`config.mk`:
```
export PLATFORM = sky130hd
export DESIGN_NAME = pcrcs_top
export DESIGN_NICKNAME = d
export VERILOG_FILES = /design/src/pcrcs_pkg.sv /design/src/pcrcs_step.sv /design/src/pcrcs_top.sv
export SDC_FILE = /design/constraint.sdc
export NUM_CORES = 1
export LEC_CHECK = 0
export BUFFER_PORTS_ARGS = -buffer_cell sky130_fd_sc_hd__buf_2
export CELL_PAD_IN_SITES_DETAIL_PLACEMENT = 1
export CELL_PAD_IN_SITES_GLOBAL_PLACEMENT = 1
export CORE_MARGIN = 2
export CORE_UTILIZATION = 47
export DETAILED_ROUTE_END_ITERATION = 12
export PLACE_DENSITY_LB_ADDON = 0.1
export REMOVE_ABC_BUFFERS = 1
export SYNTH_ARGS = -nofsm -noshare
export SYNTH_HDL_FRONTEND = slang
export SYNTH_SLANG_ARGS = --single-unit
```
`constraint.sdc`:
```
create_clock -name clk_sys -period 3.32 [get_ports clk_sys]
set_clock_uncertainty 0.2 [all_clocks]
set_input_delay 0.664 -clock clk_sys [delete_from_list [all_inputs] [get_ports clk_sys]]
set_output_delay 0.664 -clock clk_sys [all_outputs]
set_load 0.02 [all_outputs]
```
`src/pcrcs_pkg.sv`:
```
// Notes on behaviour
// - Control bit 7 enables the CRC engine
// - Control bit 6 runs or stops shifter
// - Busy bit 5 high while bits remain
// - Bit 4 appends zeros after data
// - Bit 1 picks LSB-first else MSB-first
// - Full bit 0 marks unconsumed input word
// - Widths bits 3-0 hold poly width minus one
// - Low input byte write loads shifter word
// - Running sum readable, writable, resets zero
// - Shifter contents readable, reset to zero
// - Taps for terms 15..1, bit0 reads one
// - Scanner enable bit 7 touches nothing else
// - Scan run cleared past end with no fetch pending, or when CRC stopped
// - Region bit 2 selects EEPROM or flash
// - Plain mode requests when CRC accepts
// - Gated mode also needs trigger asserted
// - Burst mode requests memory whenever no fetched word is pending
// - 22-bit address increments per fetch
// - Address writes ignored while scan runs
// - CRC done set on busy falling edge
// - Scan done set when passing end address
// - Clearing CRC enable clears scan run
package pcrcs_pkg;
  localparam logic [4:0] ADDR_CRC_CONTROL = 5'h00;
  localparam logic [4:0] ADDR_CRC_WIDTHS = 5'h01;
  localparam logic [4:0] ADDR_INPUT_HIGH = 5'h02;
  localparam logic [4:0] ADDR_INPUT_LOW = 5'h03;
  localparam logic [4:0] ADDR_SUM_HIGH = 5'h04;
  localparam logic [4:0] ADDR_SUM_LOW = 5'h05;
  localparam logic [4:0] ADDR_SER_HIGH = 5'h06;
  localparam logic [4:0] ADDR_SER_LOW = 5'h07;
  localparam logic [4:0] ADDR_TAPS_HIGH = 5'h08;
  localparam logic [4:0] ADDR_TAPS_LOW = 5'h09;
  localparam logic [4:0] ADDR_SCAN_CONTROL = 5'h0A;
  localparam logic [4:0] ADDR_CUR_UPPER = 5'h0B;
  localparam logic [4:0] ADDR_CUR_HIGH = 5'h0C;
  localparam logic [4:0] ADDR_CUR_LOW = 5'h0D;
  localparam logic [4:0] ADDR_END_UPPER = 5'h0E;
  localparam logic [4:0] ADDR_END_HIGH = 5'h0F;
  localparam logic [4:0] ADDR_END_LOW = 5'h10;
  localparam logic [4:0] ADDR_EVENTS = 5'h11;
  localparam int CTL_ENABLE = 7;
  localparam int CTL_RUN = 6;
  localparam int CTL_BUSY = 5;
  localparam int CTL_AUGMENT = 4;
  localparam int CTL_LSB_FIRST = 1;
  localparam int CTL_FULL = 0;
  localparam int SCN_ENABLE = 7;
  localparam int SCN_TRIG_GATE = 6;
  localparam int SCN_RUN = 5;
  localparam int SCN_REGION = 2;
  localparam int SCN_BURST = 1;
  localparam int SCN_BUSY = 0;
  localparam int EVT_CRC_DONE = 0;
  localparam int EVT_SCAN_DONE = 1;
  localparam logic [7:0] WIDTHS_RESET = 8'h00;
  localparam logic [15:0] TAPS_RESET = 16'h0001;
  localparam logic [15:0] INPUT_RESET = 16'h0000;
  localparam logic [21:0] CUR_RESET = 22'h000000;
  localparam logic [21:0] END_RESET = 22'h3FFFFF;
  typedef struct packed {
    logic wr;
    logic rd;
    logic [4:0] addr;
    logic [7:0] wdata;
  } pcrcs_bus_s;
  typedef struct packed {
    logic req;
    logic region;
    logic [21:0] addr;
  } pcrcs_mreq_s;
  typedef struct packed {
    logic grant;
    logic [15:0] data;
  } pcrcs_mrsp_s;
endpackage : pcrcs_pkg

```
`src/pcrcs_step.sv`:
```
`timescale 1ns/100ps
`default_nettype none
module pcrcs_step (
  input wire logic [15:0] sum_in,
  input wire logic [15:0] poly,
  input wire logic [3:0] pwidth,
  input wire logic augment,
  input wire logic din,
  output logic [15:0] next_sum
);
  import pcrcs_pkg::*;
  logic top_bit;
  logic feedback;
  logic [15:0] raw;
  assign top_bit = sum_in[pwidth];
  // Augmented form shifts data in at the bottom
  assign feedback = augment ? top_bit : (top_bit ^ din);
  assign raw = {sum_in[14:0], augment & din} ^ (feedback ? poly : 16'h0000);
  genvar i;
  generate
    for (i = 0; i < 16; i = i + 1) begin : g_mask
      assign next_sum[i] = (i <= int'(pwidth)) ? raw[i] : 1'b0;
    end
  endgenerate
endmodule : pcrcs_step
`default_nettype wire

```
`src/pcrcs_top.sv`:
```
// The address-and-strobe port and the placing of the registers were left to the implementer.
`timescale 1ns/100ps
`default_nettype none
module pcrcs_top (
  input wire logic clk_sys,
  input wire logic reset,
  input wire pcrcs_pkg::pcrcs_bus_s bus,
  output logic [7:0] rd_data,
  output pcrcs_pkg::pcrcs_mreq_s mem,
  input wire pcrcs_pkg::pcrcs_mrsp_s rsp,
  input wire logic scan_trigger
);
  import pcrcs_pkg::*;
  ////////////////////////////////////////////////////////////////////////////
  logic crc_enable_bit;
  logic crc_run_bit;
  logic crc_busy;
  logic zero_augment_mode;
  logic lsb_first_mode;
  logic full;
  logic [3:0] data_width_minus_one;
  logic [3:0] poly_width_minus_one;
  logic [15:0] input_word;
  logic [15:0] running_sum;
  logic [15:0] shifter;
  logic [15:1] taps;
  logic [4:0] bit_cnt;
  logic [4:0] zero_cnt;
  logic seen;
  logic scan_enable;
  logic scan_trigger_gate;
  logic scan_run;
  logic memory_region_select;
  logic scan_burst_mode;
  logic scan_busy;
  logic [21:0] scan_current_address;
  logic [21:0] scan_end_address;
  logic [15:0] fetch_word;
  logic crc_done_flag;
  logic scan_done_flag;
  logic trig_meta;
  logic trig_sync;
  logic next_busy;
  logic next_scan_req;
  logic [15:0] next_sum;
  logic wr_ctl;
  logic wr_scan;
  logic wr_low;
  logic active;
  logic load_shifter;
  logic shifting;
  logic start_zeros;
  logic zeroing;
  logic feed_bit;
  logic past_end;
  logic take_grant;
  logic hand_over;
  logic [21:0] addr_inc;
  ////////////////////////////////////////////////////////////////////////////
  // Decode and datapath conditions
  assign wr_ctl = bus.wr && (bus.addr == ADDR_CRC_CONTROL);
  assign wr_scan = bus.wr && (bus.addr == ADDR_SCAN_CONTROL);
  assign wr_low = bus.wr && (bus.addr == ADDR_INPUT_LOW);
  assign active = crc_enable_bit && crc_run_bit;
  assign load_shifter = active && full && (bit_cnt == 5'h00) && (zero_cnt == 5'h00);
  assign shifting = active && (bit_cnt != 5'h00);
  assign start_zeros = active && zero_augment_mode && seen && !full
                       && (bit_cnt == 5'h00) && (zero_cnt == 5'h00);
  assign zeroing = active && (zero_cnt != 5'h00);
  assign feed_bit = zeroing ? 1'b0
                  : (lsb_first_mode ? shifter[0] : shifter[data_width_minus_one]);
  assign next_busy = full || (bit_cnt != 5'h00) || (zero_cnt != 5'h00)
                     || (zero_augment_mode && seen);
  assign past_end = scan_current_address > scan_end_address;
  assign addr_inc = scan_current_address + 22'h000001;
  assign take_grant = mem.req && rsp.grant;
  assign hand_over = scan_busy && !full && !wr_low;
  pcrcs_step u_step (
    .sum_in(running_sum),
    .poly({taps, 1'b1}),
    .pwidth(poly_width_minus_one),
    .augment(zero_augment_mode),
    .din(feed_bit),
    .next_sum(next_sum)
  );
  ////////////////////////////////////////////////////////////////////////////
  // Trigger pin synchroniser
  always_ff @(posedge clk_sys) begin
    if (reset) begin
      trig_meta <= 1'b0;
      trig_sync <= 1'b0;
    end else begin
      trig_meta <= scan_trigger;
      trig_sync <= trig_meta;
    end
  end
  ////////////////////////////////////////////////////////////////////////////
  // CRC control and widths
  always_ff @(posedge clk_sys) begin
    if (reset) begin
      crc_enable_bit <= 1'b0;
      crc_run_bit <= 1'b0;
      zero_augment_mode <= 1'b0;
      lsb_first_mode <= 1'b0;
      data_width_minus_one <= WIDTHS_RESET[7:4];
      poly_width_minus_one <= WIDTHS_RESET[3:0];
    end else begin
      if (wr_ctl) begin
        crc_enable_bit <= bus.wdata[CTL_ENABLE];
        crc_run_bit <= bus.wdata[CTL_RUN];
        zero_augment_mode <= bus.wdata[CTL_AUGMENT];
        lsb_first_mode <= bus.wdata[CTL_LSB_FIRST];
      end
      if (bus.wr && (bus.addr == ADDR_CRC_WIDTHS)) begin
        data_width_minus_one <= bus.wdata[7:4];
        poly_width_minus_one <= bus.wdata[3:0];
      end
    end
  end
  ////////////////////////////////////////////////////////////////////////////
  // Input word and full flag
  always_ff @(posedge clk_sys) begin
    if (reset) begin
      input_word <= INPUT_RESET;
      full <= 1'b0;
    end else begin
      if (bus.wr && (bus.addr == ADDR_INPUT_HIGH)) begin
        input_word[15:8] <= bus.wdata;
      end
      if (wr_low) begin
        input_word[7:0] <= bus.wdata;
        full <= 1'b1;
      end else if (hand_over) begin
        input_word <= fetch_word;
        full <= 1'b1;
      end else if (load_shifter) begin
        full <= 1'b0;
      end
    end
  end
  ////////////////////////////////////////////////////////////////////////////
  // Serial shifter and counters
  always_ff @(posedge clk_sys) begin
    if (reset) begin
      shifter <= 16'h0000;
      bit_cnt <= 5'h00;
      zero_cnt <= 5'h00;
      seen <= 1'b0;
    end else if (load_shifter) begin
      shifter <= input_word;
      bit_cnt <= {1'b0, data_width_minus_one} + 5'h01;
    end else if (shifting) begin
      shifter <= lsb_first_mode ? {1'b0, shifter[15:1]} : {shifter[14:0], 1'b0};
      bit_cnt <= bit_cnt - 5'h01;
      seen <= zero_augment_mode;
    end else if (start_zeros) begin
      zero_cnt <= {1'b0, poly_width_minus_one} + 5'h01;
      seen <= 1'b0;
    end else if (zeroing) begin
      zero_cnt <= zero_cnt - 5'h01;
    end
  end
  ////////////////////////////////////////////////////////////////////////////
  // Running sum and taps
  always_ff @(posedge clk_sys) begin
    if (reset) begin
      running_sum <= 16'h0000;
    end else if (bus.wr && (bus.addr == ADDR_SUM_HIGH)) begin
      running_sum[15:8] <= bus.wdata;
    end else if (bus.wr && (bus.addr == ADDR_SUM_LOW)) begin
      running_sum[7:0] <= bus.wdata;
    end else if (shifting || zeroing) begin
      running_sum <= next_sum;
    end
  end
  always_ff @(posedge clk_sys) begin
    if (reset) begin
      taps <= TAPS_RESET[15:1];
    end else if (bus.wr && (bus.addr == ADDR_TAPS_HIGH)) begin
      taps[15:8] <= bus.wdata;
    end else if (bus.wr && (bus.addr == ADDR_TAPS_LOW)) begin
      taps[7:1] <= bus.wdata[7:1];
    end
  end
  ////////////////////////////////////////////////////////////////////////////
  // Busy tracking and done flags
  always_ff @(posedge clk_sys) begin
    if (reset) begin
      crc_busy <= 1'b0;
    end else begin
      crc_busy <= next_busy;
    end
  end
  always_ff @(posedge clk_sys) begin
    if (reset) begin
      crc_done_flag <= 1'b0;
      scan_done_flag <= 1'b0;
    end else begin
      if (crc_busy && !next_busy) begin
        crc_done_flag <= 1'b1;
      end else if (bus.wr && (bus.addr == ADDR_EVENTS) && bus.wdata[EVT_CRC_DONE]) begin
        crc_done_flag <= 1'b0;
      end
      if (take_grant && (addr_inc > scan_end_address)) begin
        scan_done_flag <= 1'b1;
      end else if (bus.wr && (bus.addr == ADDR_EVENTS) && bus.wdata[EVT_SCAN_DONE]) begin
        scan_done_flag <= 1'b0;
      end
    end
  end
  ////////////////////////////////////////////////////////////////////////////
  // Scanner control
  always_ff @(posedge clk_sys) begin
    if (reset) begin
      scan_enable <= 1'b0;
      scan_trigger_gate <= 1'b0;
      memory_region_select <= 1'b0;
      scan_burst_mode <= 1'b0;
    end else if (wr_scan) begin
      scan_enable <= bus.wdata[SCN_ENABLE];
      scan_trigger_gate <= bus.wdata[SCN_TRIG_GATE];
      memory_region_select <= bus.wdata[SCN_REGION];
      scan_burst_mode <= bus.wdata[SCN_BURST];
    end
  end
  always_ff @(posedge clk_sys) begin
    if (reset) begin
      scan_run <= 1'b0;
    end else if (wr_ctl && !bus.wdata[CTL_ENABLE]) begin
      scan_run <= 1'b0;
    end else if (!crc_enable_bit) begin
      scan_run <= 1'b0;
    end else if (!crc_run_bit || (wr_ctl && !bus.wdata[CTL_RUN])) begin
      scan_run <= 1'b0;
    end else if (past_end && !scan_busy && !take_grant) begin
      scan_run <= 1'b0;
    end else if (wr_scan) begin
      scan_run <= bus.wdata[SCN_RUN];
    end
  end
  ////////////////////////////////////////////////////////////////////////////
  // Scan addresses
  always_ff @(posedge clk_sys) begin
    if (reset) begin
      scan_current_address <= CUR_RESET;
    end else if (take_grant) begin
      scan_current_address <= addr_inc;
    end else if (bus.wr && !scan_run) begin
      if (bus.addr == ADDR_CUR_UPPER) begin
        scan_current_address[21:16] <= bus.wdata[5:0];
      end
      if (bus.addr == ADDR_CUR_HIGH) begin
        scan_current_address[15:8] <= bus.wdata;
      end
      if (bus.addr == ADDR_CUR_LOW) begin
        scan_current_address[7:0] <= bus.wdata;
      end
    end
  end
  always_ff @(posedge clk_sys) begin
    if (reset) begin
      scan_end_address <= END_RESET;
    end else if (bus.wr && !scan_run) begin
      if (bus.addr == ADDR_END_UPPER) begin
        scan_end_address[21:16] <= bus.wdata[5:0];
      end
      if (bus.addr == ADDR_END_HIGH) begin
        scan_end_address[15:8] <= bus.wdata;
      end
      if (bus.addr == ADDR_END_LOW) begin
        scan_end_address[7:0] <= bus.wdata;
      end
    end
  end
  ////////////////////////////////////////////////////////////////////////////
  // Memory request and fetched word
  always_comb begin
    next_scan_req = 1'b0;
    if (scan_run && scan_enable && !scan_busy && !past_end && !take_grant) begin
      if (scan_burst_mode) begin
        next_scan_req = 1'b1;
      end else if (!full && !load_shifter) begin
        next_scan_req = !scan_trigger_gate || trig_sync;
      end
    end
  end
  always_ff @(posedge clk_sys) begin
    if (reset) begin
      mem <= '0;
    end else begin
      mem.req <= next_scan_req;
      mem.region <= memory_region_select;
      mem.addr <= take_grant ? addr_inc : scan_current_address;
    end
  end
  always_ff @(posedge clk_sys) begin
    if (reset) begin
      scan_busy <= 1'b0;
      fetch_word <= INPUT_RESET;
    end else if (take_grant) begin
      scan_busy <= 1'b1;
      fetch_word <= rsp.data;
    end else if (hand_over) begin
      scan_busy <= 1'b0;
    end
  end
  ////////////////////////////////////////////////////////////////////////////
  // Register read port
  always_ff @(posedge clk_sys) begin
    if (reset) begin
      rd_data <= 8'h00;
    end else if (bus.rd) begin
      unique case (bus.addr)
        ADDR_CRC_CONTROL: rd_data <= {crc_enable_bit, crc_run_bit, crc_busy,
                                      zero_augment_mode, 2'b00, lsb_first_mode, full};
        ADDR_CRC_WIDTHS: rd_data <= {data_width_minus_one, poly_width_minus_one};
        ADDR_INPUT_HIGH: rd_data <= input_word[15:8];
        ADDR_INPUT_LOW: rd_data <= input_word[7:0];
        ADDR_SUM_HIGH: rd_data <= running_sum[15:8];
        ADDR_SUM_LOW: rd_data <= running_sum[7:0];
        ADDR_SER_HIGH: rd_data <= shifter[15:8];
        ADDR_SER_LOW: rd_data <= shifter[7:0];
        ADDR_TAPS_HIGH: rd_data <= taps[15:8];
        ADDR_TAPS_LOW: rd_data <= {taps[7:1], 1'b1};
        ADDR_SCAN_CONTROL: rd_data <= {scan_enable, scan_trigger_gate, scan_run, 2'b00,
                                       memory_region_select, scan_burst_mode, scan_busy};
        ADDR_CUR_UPPER: rd_data <= {2'b00, scan_current_address[21:16]};
        ADDR_CUR_HIGH: rd_data <= scan_current_address[15:8];
        ADDR_CUR_LOW: rd_data <= scan_current_address[7:0];
        ADDR_END_UPPER: rd_data <= {2'b00, scan_end_address[21:16]};
        ADDR_END_HIGH: rd_data <= scan_end_address[15:8];
        ADDR_END_LOW: rd_data <= scan_end_address[7:0];
        ADDR_EVENTS: rd_data <= {6'h00, scan_done_flag, crc_done_flag};
        default: rd_data <= 8'h00;
      endcase
    end else begin
      rd_data <= 8'h00;
    end
  end
endmodule : pcrcs_top
`default_nettype wire

```
==> flow_summary_export.csv <==
group,metric,value,unit
sta,slew_violations,0,
logic_synthesis,synthCells,1331,
global_routing,grt.total_usage,34.8,%
detailed_routing,routed_wl,42300,µm
final_layout,stdcell_count,1717,
worst_setup_path,worst_ep_arrival_time,3.34,ns
worst_setup_path,startpoint_type,"flip-flop",
worst_setup_path,critPathSlowestCell,"dfxtp_1",
worst_setup_path,ff2ff_setup_slack,0.1,ns
worst_setup_path,crit_path_max_incr_delay,0.36,ns
logic_synthesis,yosys.cell_types.count,81,
power_and_ir_drop,power.leakage,5.02,nW
clock_network,numCtsBuffers,17,
detailed_routing,dr_total_vias,11000,
sta,hold_slack,0.224,ns
floorplan,pin_count,67,
sta,rsz0062_at_grt,"no",
floorplan,die_x,157,µm
global_routing,antenna_found_initial,0,
logic_synthesis,netlist.area_leader.share,34.5,%
detailed_routing,ant_nets,0,
logic_synthesis,synthTopCellsByArea,"dfxtp_1 35%, ha_1 5.9%, nor2_1 5.0%",
placement,dpl.hpwl,30400,µm
worst_setup_path,cp_common_cell,"nand4_1",
detailed_routing,wl_per_cell,24.6,µm
logic_synthesis,synth-simple-area-share,22.2,%
detailed_routing,dr.pass1.iters,5,
logic_synthesis,synth_compound_area_share,23.2,%
logic_synthesis,synth_mux_area_share,5.87,%
clock_network,clk_pin_slew,0.08,ns
placement,placed_area,11800,µm²
final_layout,drive_above_1_share,15.0,%
sta,setup-violations-final,0,
placement,place_inst,1682,
placement,routabilityCongestion,0.960,
worst_setup_path,path_cells,"and4_4 > nand4_1 > nor3_4 > nand4_1 > xor2_1 > inv_1 > ha_1 > nand4_1 > nor4_2 > nand4b_1 > a21oi_1 > a211o_1 > a31oi_1",
logic_synthesis,netlist_area,11000,µm²
sta,worst_pin_slew,0.760,ns
clock_network,cts_root_buf,"clkbuf_16",
sta,fmax,310,MHz
outcome,status,"finished clean",
final_layout,final_area,12400,µm²
worst_setup_path,crit_required,3.44,ns
hold_path,min_path_type,"in2reg",
worst_setup_path,worstSetupPathType,"reg2reg",
global_routing,grt_pass1_vias,10700,
sta,final_hold_viol_count,0,
final_layout,synthToLayoutAreaGrowth,13.0,%
clock_network,hold_buffers,0,
global_routing,grt-ovfl-total,0,
power_and_ir_drop,ir_drop,0.000283,V
logic_synthesis,synth.yosys.seq_area_share,34.5,%
logic_synthesis,synth_adder_area_share,5.91,%
sta,min_period,3.22,ns
worst_setup_path,critPathMaxFanout,4,
logic_synthesis,async_flop_share,0,%
placement,portBuffers,66,
clock_network,cts_buffer_depth,2,
detailed_routing,drc_errors,0,
logic_synthesis,synth_area_leader_cell,"dfxtp_1",
sta,slew_headroom,49.1,%
logic_synthesis,yosysMostFrequentCell,"dfxtp_1",
global_routing,grt_max_degree,92,
worst_setup_path,end_kind,"flip-flop",
floorplan,initial_utilization,47.3,%
logic_synthesis,avgSynthCellArea,8.28,µm²
floorplan,rows,56,
clock_network,htreeDepth,4,
sta,fin_crit_sh,97.0,%
detailed_routing,vias_per_cell,6.42,
logic_synthesis,synth_ff_type,"dfxtp_1",
logic_synthesis,synth_enable_flop_cells,0,
logic_synthesis,yosys-top-cells-count,"190 x dfxtp_1, 148 x nor2_1, 141 x nand2_1",
floorplan,dieHeight,157,µm
logic_synthesis,synth_top_family_by_area,"compound AO/OA/AOI/OAI gates",
global_routing,grt_pass1_wl,64500,µm
job,drv_cap,0,
final_layout,nets,1472,
detailed_routing,drt_iter0_drc,1057,
power_and_ir_drop,power_density,380,nW/µm²
clock_network,clock-sinks,190,
clock_network,clk_latency,0.45,ns
final_layout,antenna_cells,0,
logic_synthesis,synth_seq_cells,190,
floorplan,core_area,23300,µm²
logic_synthesis,synth_warnings,0,
logic_synthesis,synth_xor_xnor_area_share,2.39,%
floorplan,die_area,24700,µm²
clock_network,cts_tree,"built",
[power by group]
group          internal, mW  total, mW  switching (mW)
clock network          1.02       2.12            1.10
logic                0.0857      0.294           0.208
registers              2.29       2.31          0.0204
[path summary, 6_finish.rpt]
kind                                                           start                     endpoint  cells after the start
worst max-delay path            scan_current_address[9]$_SDFFE_PP0P_  scan_done_flag$_SDFFE_PP0P_                     13
worst min-delay path                                    scan_trigger         trig_meta$_SDFF_PP0_                      2
worst max register to register  scan_current_address[9]$_SDFFE_PP0P_  scan_done_flag$_SDFFE_PP0P_                     13
worst min register to register                  trig_meta$_SDFF_PP0_         trig_sync$_SDFF_PP0_                      1
[placed cells by master (no fill, tap or decap), types with 8 or more instances in the layout]
master,instances
dfxtp_1,188
nor2_1,148
nand2_1,140
a21oi_1,104
buf_4,66
buf_2,65
nand3_1,56
ha_1,52
inv_1,51
mux2i_1,50
a221oi_1,35
a22oi_1,32
a211o_1,27
a21o_1,26
o21ai_0,25
nor3_1,18
a31oi_1,18
xnor2_1,17
clkbuf_16,17
nand3b_1,16
a22o_1,16
nand4_1,15
xor2_1,12
a211oi_1,12
and3_1,8
nor3b_1,8
o32ai_1,8
a311oi_1,8
[what timing repair did]
action / 4_1_cts / 5_1_grt
cloned: 0 / 0
pin swaps: 0 / 3
setup endpoints to repair: 1 / 1
gates resized for setup: 4 / 7
buffers inserted: 0 / 3
hold endpoints to repair: 0 / 0
[critical path: cells and delay by family, from the launching register on]
| kind | cells | cell delay, ns |
|---|---|---|
| compound gates | 3 | 0.34 |
| xor+xnor | 1 | 0.28 |
| fa+ha+maj | 1 | 0.30 |
| buf+inv | 1 | 0.07 |
| flops | 1 | 0.36 |
| simple gates | 7 | 1.55 |
[routing by layer]
layer	share of wire [%]	vias to the layer above	track usage, %
li1	-	4961	-
met1	43	5484	47.2
met2	45	468	54.8
met3	7.5	106	6.08
met4	4.1	0	14.2
met5	0	-	0
[metrics by stage]
step	TNS (ns)	utilization, %	total power, mW	setup WS, ns
CTS	0	53.3	4.73	0.00328
finish	0	53.5	4.72	0.0981
global placement	0	50.7	2.65	0.239
floorplan	-2.85	-	2.46	-0.284
global route	0	53.5	4.84	0.0111
detailed placement	0	50.7	2.65	0.0897
[state kept, by name (all words and copies together) (netlist names), 8 cells and up]
register	count
mem	24
scan_current_address	22
scan_end_address	22
fetch_word	16
input_word	16
running_sum	16
shifter	16
taps	15
rd_data	8
[final cells by class]
| cell class | instances | area [µm²] |
|---|---|---|
| multi-input combinational | 992 | 6600 |
| tap | 319 | 399 |
| timing repair buffer | 132 | 841 |
| sequential | 190 | 3810 |
| fill | 2859 | 10800 |
| clock buffer | 18 | 429 |
| inverter | 52 | 195 |
| clock inverter | 14 | 175 |
[logic make-up (layout without fill, tap and decap cells)]
logic type / after synthesis / count (layout)
and+or+nand+nor: 490 / 490
AOI/OAI and AO/OA: 363 / 363
muxes: 57 / 57
xor gates and xnor gates: 30 / 30
adders and majority gates: 52 / 52
DFF: 190 / 190
buffers and inverters: 149 / 216
Power figures use the tool's default switching activity.
